==> config.mk <==
export PLATFORM = sky130hd
export DESIGN_NAME = wec_top
export DESIGN_NICKNAME = d
export VERILOG_FILES = /design/src/hw/wec_pkg.sv /design/src/hw/wec_top.sv
export SDC_FILE = /design/constraint.sdc
export NUM_CORES = 1
export LEC_CHECK = 0
export BUFFER_PORTS_ARGS = -buffer_cell sky130_fd_sc_hd__buf_2
export CORE_MARGIN = 3
export CORE_UTILIZATION = 55
export DETAILED_ROUTE_END_ITERATION = 8
export GPL_TIMING_DRIVEN = 0
export PLACE_DENSITY = 0.78
export SYNTH_ARGS = -nofsm -noshare
export SYNTH_HDL_FRONTEND = slang
export SYNTH_SLANG_ARGS = --single-unit
==> constraint.sdc <==
create_clock -name ref_clk -period 5.1 [get_ports ref_clk]
set_clock_uncertainty 0.05 [all_clocks]
set_input_delay 0.765 -clock ref_clk [delete_from_list [all_inputs] [get_ports ref_clk]]
set_output_delay 0.765 -clock ref_clk [all_outputs]
set_load 0.005 [all_outputs]
==> src/hw/wec_pkg.sv <==
// constants and types of the wake-up event counter
package wec_pkg;

   //==========================================================
   // bus and register map
   localparam int          DATA_W     = 16;
   localparam logic [31:0] OFS_CTRL   = 32'h5000_0100;
   localparam logic [31:0] OFS_CMP    = 32'h5000_0102;
   localparam logic [31:0] OFS_IRQCLR = 32'h5000_0104;
   localparam logic [31:0] OFS_COUNT  = 32'h5000_0106;
   localparam logic [31:0] OFS_CNTCLR = 32'h5000_0108;
   localparam logic [31:0] OFS_MASK [4] = '{32'h5000_010a, 32'h5000_010c,
                                           32'h5000_010e, 32'h5000_0110};
   localparam logic [31:0] OFS_POL  [4] = '{32'h5000_0112, 32'h5000_0114,
                                           32'h5000_0116, 32'h5000_0118};

   //==========================================================
   // fields and reset values
   localparam int         IRQ_EN_BIT = 7;
   localparam int         SOFT_BIT   = 6;
   localparam int         DEB_W      = 6;
   localparam int         CMP_W      = 8;
   localparam int         CNT_W      = 8;
   localparam logic [5:0] DEB_OFF    = 6'h00;
   localparam logic [5:0] DEB_LAST   = 6'h01;
   localparam logic [7:0] CTRL_RST   = 8'h00;
   localparam logic [7:0] CMP_RST    = 8'h00;
   localparam logic [7:0] CNT_RST    = 8'h00;
   localparam logic [15:0] MASK_RST  = 16'h0000;
   localparam logic [15:0] POL_RST   = 16'h0000;

   //==========================================================
   // ports: pin widths and positions in the flat pin vector
   localparam int PIN_W      = 32;
   localparam int PORT_W  [4] = '{8, 6, 10, 8};
   localparam int PORT_LO [4] = '{0, 8, 14, 24};

   //==========================================================
   // timing
   localparam int CLK_NS     = 100;
   localparam int DEB_STEP_NS = 1000000;
   localparam int MS_CYCLES  = DEB_STEP_NS / CLK_NS;
   localparam int PRESC_W    = 14;

   //==========================================================
   // types
   typedef struct packed {
      logic [7:0] p3;
      logic [9:0] p2;
      logic [5:0] p1;
      logic [7:0] p0;
   } wec_pins_t;

   typedef struct packed {
      logic [31:0] addr;
      logic [15:0] wdata;
      logic        wr;
      logic        rd;
   } wec_bus_t;

   typedef enum logic [1:0] {DB_IDLE, DB_WAIT, DB_HELD} wec_deb_state_t;

endpackage

==> src/hw/wec_top.sv <==
// wake-up event counter: pin select, debounce, event counter, interrupt
//==========================================================
// Overview of operation
// debounce N ms, zero disables debouncing
// soft key bit counts one debounced hit
// software clears soft key before next hit
// enabled interrupt when count reaches compare
// eight-bit writable compare value
// any write clears interrupt, reads zero
// count readable, cleared with interrupt clear
// any write clears event counter
// port 0 eight-bit pin select mask
// port 1 six-bit pin select mask
// port 2 ten-bit pin select mask
// port 3 eight-bit pin select mask
// polarity bit picks rising or falling input
// interrupt held until software clears it
//
// The implementer's own choice: the plain strobed port.
module wec_top
#(
   parameter int TICK_CYCLES = wec_pkg::MS_CYCLES
)
(
   // clock and reset
   input  logic               ref_clk,
   input  logic               rst_n,
   // register port
   input  wec_pkg::wec_bus_t  bus,
   output logic [15:0]        rd_data,
   // wake pins
   input  wec_pkg::wec_pins_t pins,
   // interrupt
   output logic               wake_irq
);

   //==========================================================
   // declarations
   localparam logic [13:0] TICK_LAST = 14'(TICK_CYCLES - 1);

   logic                   wake_irq_enable;
   logic                   soft_key_emulate;
   logic [5:0]             debounce_ms;
   logic [7:0]             cmp;
   logic [7:0]             count;
   logic [31:0]            pin_vec;
   logic [31:0]            mask;
   logic [31:0]            pol;
   logic [15:0]            port_rd [4];
   wec_pkg::wec_deb_state_t state;
   wec_pkg::wec_deb_state_t next_state;
   logic [5:0]             remaining;
   logic [5:0]             next_remaining;
   logic [13:0]            presc;
   logic [13:0]            next_presc;
   logic [7:0]             next_count;
   logic                   next_irq;
   logic [15:0]            next_rd;

   //==========================================================
   // address decode
   wire wr_ctrl   = bus.wr && bus.addr == wec_pkg::OFS_CTRL;
   wire wr_cmp    = bus.wr && bus.addr == wec_pkg::OFS_CMP;
   wire wr_irqclr = bus.wr && bus.addr == wec_pkg::OFS_IRQCLR;
   wire wr_cntclr = bus.wr && bus.addr == wec_pkg::OFS_CNTCLR;
   wire rd_irqclr = bus.rd && bus.addr == wec_pkg::OFS_IRQCLR;
   wire rd_count  = bus.rd && bus.addr == wec_pkg::OFS_COUNT;
   wire clr_cnt   = wr_irqclr || wr_cntclr;

   //==========================================================
   // control and compare registers
   always_ff @(posedge ref_clk)
   begin
      if (!rst_n)
      begin
         {wake_irq_enable, soft_key_emulate, debounce_ms} <= wec_pkg::CTRL_RST;
         cmp <= wec_pkg::CMP_RST;
      end
      else
      begin
         if (wr_ctrl)
         begin
            wake_irq_enable  <= bus.wdata[wec_pkg::IRQ_EN_BIT];
            soft_key_emulate <= bus.wdata[wec_pkg::SOFT_BIT];
            debounce_ms      <= bus.wdata[wec_pkg::DEB_W-1:0];
         end
         if (wr_cmp)
         begin
            cmp <= bus.wdata[wec_pkg::CMP_W-1:0];
         end
      end
   end

   //==========================================================
   // per-port select mask and polarity
   assign pin_vec = pins;

   for (genvar g = 0; g < 4; g++)
   begin : g_port
      localparam int W  = wec_pkg::PORT_W[g];
      localparam int LO = wec_pkg::PORT_LO[g];
      logic [W-1:0] m_q;
      logic [W-1:0] p_q;
      wire wr_m = bus.wr && bus.addr == wec_pkg::OFS_MASK[g];
      wire wr_p = bus.wr && bus.addr == wec_pkg::OFS_POL[g];
      wire rd_m = bus.addr == wec_pkg::OFS_MASK[g];
      wire rd_p = bus.addr == wec_pkg::OFS_POL[g];

      always_ff @(posedge ref_clk)
      begin
         if (!rst_n)
         begin
            m_q <= W'(wec_pkg::MASK_RST);
            p_q <= W'(wec_pkg::POL_RST);
         end
         else
         begin
            if (wr_m)
            begin
               m_q <= bus.wdata[W-1:0];
            end
            if (wr_p)
            begin
               p_q <= bus.wdata[W-1:0];
            end
         end
      end

      assign mask[LO +: W] = m_q;
      assign pol[LO +: W]  = p_q;
      assign port_rd[g]    = rd_m ? 16'(m_q) : rd_p ? 16'(p_q) : 16'h0000;
   end

   //==========================================================
   // key detection and debounce
   // unselected pins are dropped, polarity folds falling into rising
   wire [31:0] active    = (pin_vec ^ pol) & mask;
   wire        key_level = |active || soft_key_emulate;
   wire        tick      = state == wec_pkg::DB_WAIT && presc == TICK_LAST;
   wire        deb_off   = debounce_ms == wec_pkg::DEB_OFF;
   wire        last_ms   = remaining == wec_pkg::DEB_LAST;
   // a hit needs the level to drop first, so a held soft key counts once
   wire        hit       = (state == wec_pkg::DB_IDLE && key_level && deb_off) ||
                           (tick && key_level && last_ms);

   always_comb
   begin
      next_state     = state;
      next_remaining = remaining;
      next_presc     = 14'h0000;
      unique case (state)
         wec_pkg::DB_IDLE:
         begin
            next_remaining = debounce_ms;
            if (key_level)
            begin
               next_state = deb_off ? wec_pkg::DB_HELD : wec_pkg::DB_WAIT;
            end
         end
         wec_pkg::DB_WAIT:
         begin
            next_presc = tick ? 14'h0000 : presc + 14'h0001;
            if (!key_level)
            begin
               next_state = wec_pkg::DB_IDLE;
            end
            else if (tick)
            begin
               next_remaining = remaining - 6'h01;
               if (last_ms)
               begin
                  next_state = wec_pkg::DB_HELD;
               end
            end
         end
         wec_pkg::DB_HELD:
         begin
            if (!key_level)
            begin
               next_state = wec_pkg::DB_IDLE;
            end
         end
      endcase
   end

   //==========================================================
   // event counter and interrupt
   // an increment in the cycle of a clear survives as a count of one
   always_comb
   begin
      next_count = count;
      if (clr_cnt)
      begin
         next_count = wec_pkg::CNT_RST;
      end
      if (hit)
      begin
         next_count = clr_cnt ? 8'h01 : count + 8'h01;
      end
   end

   wire irq_set = hit && wake_irq_enable && next_count == cmp;

   // set wins over clear
   assign next_irq = irq_set || (wake_irq && !wr_irqclr);

   //==========================================================
   // read mux, one cycle latency
   wire [15:0] ctrl_rd = {8'h00, wake_irq_enable, soft_key_emulate, debounce_ms};
   wire [15:0] reg_rd  = (bus.addr == wec_pkg::OFS_CTRL)  ? ctrl_rd :
                         (bus.addr == wec_pkg::OFS_CMP)   ? {8'h00, cmp} :
                         (bus.addr == wec_pkg::OFS_COUNT) ? {8'h00, count} :
                         16'h0000;

   assign next_rd = bus.rd ? (reg_rd | port_rd[0] | port_rd[1] |
                              port_rd[2] | port_rd[3]) : 16'h0000;

   //==========================================================
   // state registers
   always_ff @(posedge ref_clk)
   begin
      if (!rst_n)
      begin
         state     <= wec_pkg::DB_HELD;
         remaining <= wec_pkg::DEB_OFF;
         presc     <= 14'h0000;
         count     <= wec_pkg::CNT_RST;
         wake_irq  <= 1'b0;
         rd_data   <= 16'h0000;
      end
      else
      begin
         state     <= next_state;
         remaining <= next_remaining;
         presc     <= next_presc;
         count     <= next_count;
         wake_irq  <= next_irq;
         rd_data   <= next_rd;
      end
   end
endmodule

==> results of run 1 <==
## report_power, final
| group | leakage [nW] | internal [mW] | switching [mW] |
|---|---|---|---|
| Clock | 0.276 | 0.732 | 0.440 |
| Sequential | 0.974 | 0.948 | 0.00147 |
| Combinational | 1.68 | 0.0535 | 0.0871 |
## worst paths after layout
kind                               end  slack (ns)  depth (start not counted)
max          remaining[5]$_SDFFE_PN0P_        2.11                         10
min                presc[0]$_SDFF_PP0_        0.42                          1
max reg2reg  remaining[5]$_SDFFE_PN0P_        2.21                          9
min reg2reg        presc[0]$_SDFF_PP0_        0.42                          1
## metal layers
metal / share of wire / global-route usage / vias up
met1: 0.40 / 0.442 / 3030
met3: 0.13 / 0.0930 / 88
li1: - / - / 2910
met5: 0 / 0 / -
met2: 0.43 / 0.504 / 448
met4: 0.046 / 0.158 / 0
## stage by stage
| step | power, mW | cell area [um2] |
|---|---|---|
| finish | 2.26 | 7630 |
| global route | 2.32 | 7630 |
| detailed placement | 1.11 | 7050 |
| global placement | 1.10 | 7050 |
| CTS | 2.26 | 7630 |
| floorplan | 1.04 | 6490 |
## flip-flops by register name, indices dropped and copies added (netlist names), 2 cells and up
register,cells
debounce_ms,6
g_port.p_q,32
cmp,8
rd_data,10
state,2
g_port.m_q,32
remaining,6
count,8
presc,14
## synthesized netlist by cell type, types with 11 or more instances
| cell type | number |
|---|---|
| a21boi_0 | 66 |
| a21oi_1 | 14 |
| a22oi_1 | 18 |
| buf_2 | 15 |
| clkbuf_1 | 30 |
| dfxtp_1 | 121 |
| mux2i_1 | 26 |
| nand2_1 | 112 |
| nand3_1 | 77 |
| nand4_1 | 11 |
| nor2_1 | 39 |
| nor2b_1 | 22 |
| o21ai_0 | 15 |
| xnor2_1 | 11 |
| xor2_1 | 42 |
## kinds of logic (layout without fill, tap and decap cells)
| logic type | count (synthesis) | count (layout) |
|---|---|---|
| compound gates | 162 | 162 |
| xor+xnor | 53 | 53 |
| fa+ha+maj | 7 | 7 |
| buf+inv | 65 | 172 |
| flops | 121 | 121 |
| mux | 30 | 30 |
| other cells | 1 | 6 |
| simple gates | 323 | 323 |
## final cells by class
class | count | area [um2]
Multi-Input combinational cell | 581 | 3770
Clock inverter | 9 | 91.3
Inverter | 9 | 33.8
Clock buffer | 22 | 494
Buffer | 56 | 259
Fill cell | 942 | 3540
Sequential cell | 121 | 2420
Tap cell | 140 | 175
Timing Repair Buffer | 76 | 380
==> metrics.md, run 1 <==
| Metric | Value |
|---|---|
| Fraction of layout cells with a size suffix above 1 | `0.175` |
| Clk_lat worst skew | `0.42 ns` |
| FF+latch count, synth | `121` |
| Dpl hpwl | `15700 um` |
| CTS Root Cell | `clkbuf_16` |
| Synth async-reset ratio | `0` |
| Fin worst setup slack | `2.11 ns` |
| Lkg Pwr | `2.93 nW` |
| Max IR drop VDD | `0.253 mV` |
| Die X | `114 um` |
| Commonest non-fill, non-tap cell in the layout | `dfxtp_1` |
| Port buffer count | `76` |
| Final setup fails | `0` |
| Sequential area share after synthesis | `0.374` |
| Top FF cell, synth | `dfxtp_1` |
| GRT Resource Usage Total | `0.334` |
| Pwr Density | `296 nW/um2` |
| Post-Synth XOR/XNOR Area | `0.0717` |
| Cts repair resizes | `0` |
| CP required | `5.36 ns` |
| Critical R2R Launch | `g_port[2].p_q[4]$_SDFFE_PN0P_` |
| Synth top area cells | `dfxtp_1, a21boi_0, nand2_1` |
| Die area | `13100 um2` |
| Worst Path Arrival | `3.25 ns` |
| Slew margin rel. | `0.426` |
| Max cap viols | `0` |
| Crit path time final | `2.99 ns` |
| Core area | `11200 um2` |
| Clock-pin slew on the worst setup and hold paths | `0.06 ns` |
| Starting DRT DRC Count | `792` |
| Syn Inst Count | `762` |
| Max Clock Freq | `0.335 GHz` |
| RSZ-0062 raised after global routing | `false` |
| Die H | `114 um` |
| Mux contribution to synthesized area | `0.0524` |
| Setup bufs post-CTS | `0` |
| TritonCTS clock tree | `done` |
| Worst slew pin tran | `0.861 ns` |
| Pre-CTS WS | `1.81 ns` |
| Slowest-stage cell, CP | `a22oi_1` |
| Antenna violations before repair | `0` |
| CP Max Fanout | `10` |
| Max H-tree Level | `4` |
| Setup TNS | `0 ns` |
| Area Overhead vs Synth | `17.9%` |
| YS warnings | `0` |
| DR pass1 iterations | `8` |
| Total CTS buffers | `17` |
| GPL Wtd Cong | `0.988` |
| Worst hold slack | `0.422 ns` |
| Yosys cell types | `67` |
| Non-Filler Instances | `1014` |
| Hold path start | `presc[0]$_SDFF_PP0_` |
| Cell accounting for the most synthesized area | `dfxtp_1` |
| WL/cell | `21.3 um` |
| Vias per inst | `6.39` |
| Core Util, Final | `0.683` |
| Compound-cell area share of the yosys netlist | `0.188` |
| Final Max Tran Viols | `0` |
| Final worst path period share | `0.586` |
| CTS max path bufs | `2` |
| Row count | `38` |
| Startpoint Class | `primary input` |
| Initial core utilization | `0.579` |
| Critical Path Sink Type | `flop` |
| Syn Area/Cell | `8.49 um2` |
| First-pass GRT wire length | `33200 um` |
| Post-route DRC violation count | `0` |
| Most frequent cells in the layout | `dfxtp_1, nand2_1, buf_2` |
| Endpoints failing hold | `0` |
| Simple-Gate Fraction of Synth Area | `0.255` |
| CTS Hold Buffers Added | `0` |
| Total wire length | `21600 um` |
| Critical Path Source | `pins[18]` |
| Status | `finished, final reports clean` |
| Post-synth top area share | `0.374` |
| Placed cells | `983` |
| # IOs | `101` |
| Adder-cell area share of the yosys netlist | `0.0135` |
| CTS Sinks | `121` |
| Critical path class | `primary input to flop` |
| Largest net degree at the start of global routing | `17` |
| Hold Path Class | `flop to flop` |
| ANT cells | `0` |
| EDFF count, synth | `0` |
| Largest delay share family, worst path | `compound AO/OA/AOI/OAI gates` |
| Post-Syn Area | `6470 um2` |
| DRT antenna net count | `0` |
| Worst path max stage delay | `0.41 ns` |
| Vias in the first global route | `6060` |
| Via count | `6476` |
| Fin nets | `953` |
| CP most frequent cell | `buf_2` |
| Cell-by-cell trace of the critical path | `buf_2 -> xor2_1 -> a22oi_1 -> nand4_1 -> nor3_2 -> nand2_1 -> a2bb2oi_2 -> buf_2 -> a21oi_1 -> o221a_2` |
| GRT overflow | `0` |
| Largest family of logic cells by synthesized area | `simple AND/OR/NAND/NOR gates` |
| WP buf/inv | `2` |
No activity file was read; power rests on OpenSTA's default activity.
==> run 2, diff against run 1 <==
clock period = 2.9 ns   (was 5.1 ns; I/O delays follow)
==> metrics.md, run 2 (same netlist as run 1, synthesis figures left out) <==
| Metric | Value |
|---|---|
| WL/cell | `21.3 um (about the same)` |
| First-pass GRT wire length | `33200 um (unchanged)` |
| Worst path max stage delay | `0.37 ns (-0.04 ns)` |
| Fraction of layout cells with a size suffix above 1 | `0.178 (+0.00282)` |
| # IOs | `101 (unchanged)` |
| Lkg Pwr | `2.95 nW (+0.66%)` |
| TritonCTS clock tree | `done` |
| Dpl hpwl | `15700 um (unchanged)` |
| Vias per inst | `6.35 (-0.54%)` |
| GPL Wtd Cong | `0.988 (unchanged)` |
| Largest delay share family, worst path | `compound AO/OA/AOI/OAI gates` |
| Final worst path period share | `0.974` |
| Core area | `11200 um2 (unchanged)` |
| Antenna violations before repair | `0 (unchanged)` |
| Area Overhead vs Synth | `18.4%` |
| Post-route DRC violation count | `0 (unchanged)` |
| Vias in the first global route | `6060 (unchanged)` |
| Fill cells | `936 (-0.64%)` |
| FF-to-FF setup slack | `0.07 ns (-2.14 ns)` |
| Worst slew pin tran | `0.876 ns (+0.0144 ns)` |
| RSZ-0062 raised after global routing | `false` |
| Placed cells | `983 (unchanged)` |
| Critical path class | `flop to flop` |
| Die H | `114 um (unchanged)` |
| CP Max Fanout | `10 (unchanged)` |
| Max H-tree Level | `4 (unchanged)` |
| Clock-pin slew on the worst setup and hold paths | `0.06 ns (about the same)` |
| DRT antenna net count | `0 (unchanged)` |
| Commonest non-fill, non-tap cell in the layout | `dfxtp_1` |
| CTS Root Cell | `clkbuf_16` |
| Hold path start | `bus[11]` |
| DR pass1 iterations | `6 (-2)` |
| Hold Path Class | `primary input to flop` |
| Slew margin rel. | `0.416 (-0.00961)` |
| Die area | `13100 um2 (unchanged)` |
| Hold EP | `g_port[2].m_q[9]$_SDFFE_PN0P_` |
| Largest net degree at the start of global routing | `17 (unchanged)` |
| CTS Sinks | `121 (unchanged)` |
| Total CTS buffers | `17 (unchanged)` |
| Startpoint Class | `flop` |
| Worst R2R Path Depth | `9 (unchanged)` |
| Pwr Density | `520 nW/um2 (+75%)` |
| WP buf/inv | `1 (-1)` |
| Max Clock Freq | `0.354 GHz` |
| Via count | `6460 (-0.25%)` |
| Clk_lat worst skew | `0.42 ns (about the same)` |
| GRT overflow | `0 (unchanged)` |
| CTS max path bufs | `2 (unchanged)` |
| Final setup fails | `0 (unchanged)` |
| Row count | `38 (unchanged)` |
| Max IR drop VDD | `0.446 mV (+76%)` |
| Max cap viols | `0 (unchanged)` |
| Endpoints failing hold | `0 (unchanged)` |
| Top flop regs | `g_port.m_q x32, g_port.p_q x32, presc x14` |
| ANT cells | `0 (unchanged)` |
| Setup TNS | `0 ns (unchanged)` |
| CP required | `3.17 ns (-2.19 ns)` |
| Status | `finished, final reports clean` |
| Crit path time final | `2.83 ns` |
| Non-Filler Instances | `1017 (+0.30%)` |
| Worst Path Arrival | `3.09 ns (-0.16 ns)` |
| Final Max Tran Viols | `0 (unchanged)` |
| Starting DRT DRC Count | `735 (-7.2%)` |
| Hold path cells | `3 (+2)` |
| Critical R2R Launch | `g_port[0].p_q[7]$_SDFFE_PN0P_` |
| Initial core utilization | `0.579 (unchanged)` |
| Die X | `114 um (unchanged)` |
| Slowest-stage cell, CP | `a221oi_1` |
| Critical Path Sink Type | `flop` |
| Critical R2R Capture | `remaining[5]$_SDFFE_PN0P_` |
| Fin nets | `956 (+0.31%)` |
| Cell-by-cell trace of the critical path | `xor2_1 -> a22o_1 -> a221oi_1 -> and3_1 -> nand2_1 -> a2bb2oi_2 -> buf_2 -> a21oi_1 -> o221a_2` |
| GRT Resource Usage Total | `0.334 (unchanged)` |
| Total wire length | `21600 um (+0.21%)` |
| Port buffer count | `76 (unchanged)` |
| Most frequent cells in the layout | `dfxtp_1, nand2_1, buf_2` |
run 2: report_power, final:
part	internal, mW	switching [mW]
Combinational	0.101	0.154
Clock	1.29	0.773
Sequential	1.67	0.00254
Total	3.05	0.930
run 2: through the flow:
step	area (um2)	hold slack [ns]	setup slack (ns)	total power, mW	utilization
after floorplan	6490	0.380	0.610	1.84	-
after global placement	7050	0.391	-0.0492	1.94	0.631
after detailed placement	7050	0.405	-0.0574	1.94	0.631
after CTS	7630	0.223	0.113	3.98	0.683
after global routing	7660	0.247	0.0105	4.09	0.686
final	7660	0.234	0.0742	3.98	0.686
run 2: how the worst max path moves through the flow:
stage | start | cells after the start | to | slack (ns)
final | g_port[0].p_q[7]$_SDFFE_PN0P_ | 9 | remaining[5]$_SDFFE_PN0P_ | 0.07
after global routing | g_port[0].p_q[7]$_SDFFE_PN0P_ | 9 | remaining[5]$_SDFFE_PN0P_ | 0.01
after CTS | g_port[2].p_q[4]$_SDFFE_PN0P_ | 9 | remaining[5]$_SDFFE_PN0P_ | 0.11
after detailed placement | pins[18] | 10 | remaining[5]$_SDFFE_PN0P_ | -0.06
after global placement | pins[18] | 10 | remaining[5]$_SDFFE_PN0P_ | -0.05
after floorplan | state[1]$_SDFFE_PN1P_ | 12 | wake_irq$_SDFF_PN0_ | 0.61
run 2: layout make-up:
cell class              instances  area, um2  share of cell area
repair buffers                 79        403              0.0526
multi-input cells             581       3780               0.494
flip-flops and latches        121       2420               0.316
clock inverters                 9       91.3              0.0119
well taps                     140        175              0.0229
clock buffers                  22        494              0.0645
plain buffers                  56        259              0.0338
inverters                       9       33.8             0.00441
run 2: tightest hold or removal path, delay by kind of cell:
kind,cells,cell delay (ns)
buffers and inverters,1,0.11
AND/OR/NAND/NOR,1,0.06
AO/OA/AOI/OAI,1,0.05
run 2: timing repair:
item / in CTS / in global routing
hold buffers: 0 / 0
gates resized for setup: 0 / 1
buffers inserted: 0 / 3
setup endpoints to repair: 0 / 3
run 2: layer usage:
metal / GRT usage / part of all wire / vias to the layer above
li1: - / - / 2917
met1: 0.442 / 0.41 / 3057
met2: 0.504 / 0.43 / 415
met3: 0.0930 / 0.12 / 71
met4: 0.158 / 0.043 / 0
met5: 0 / 0 / -
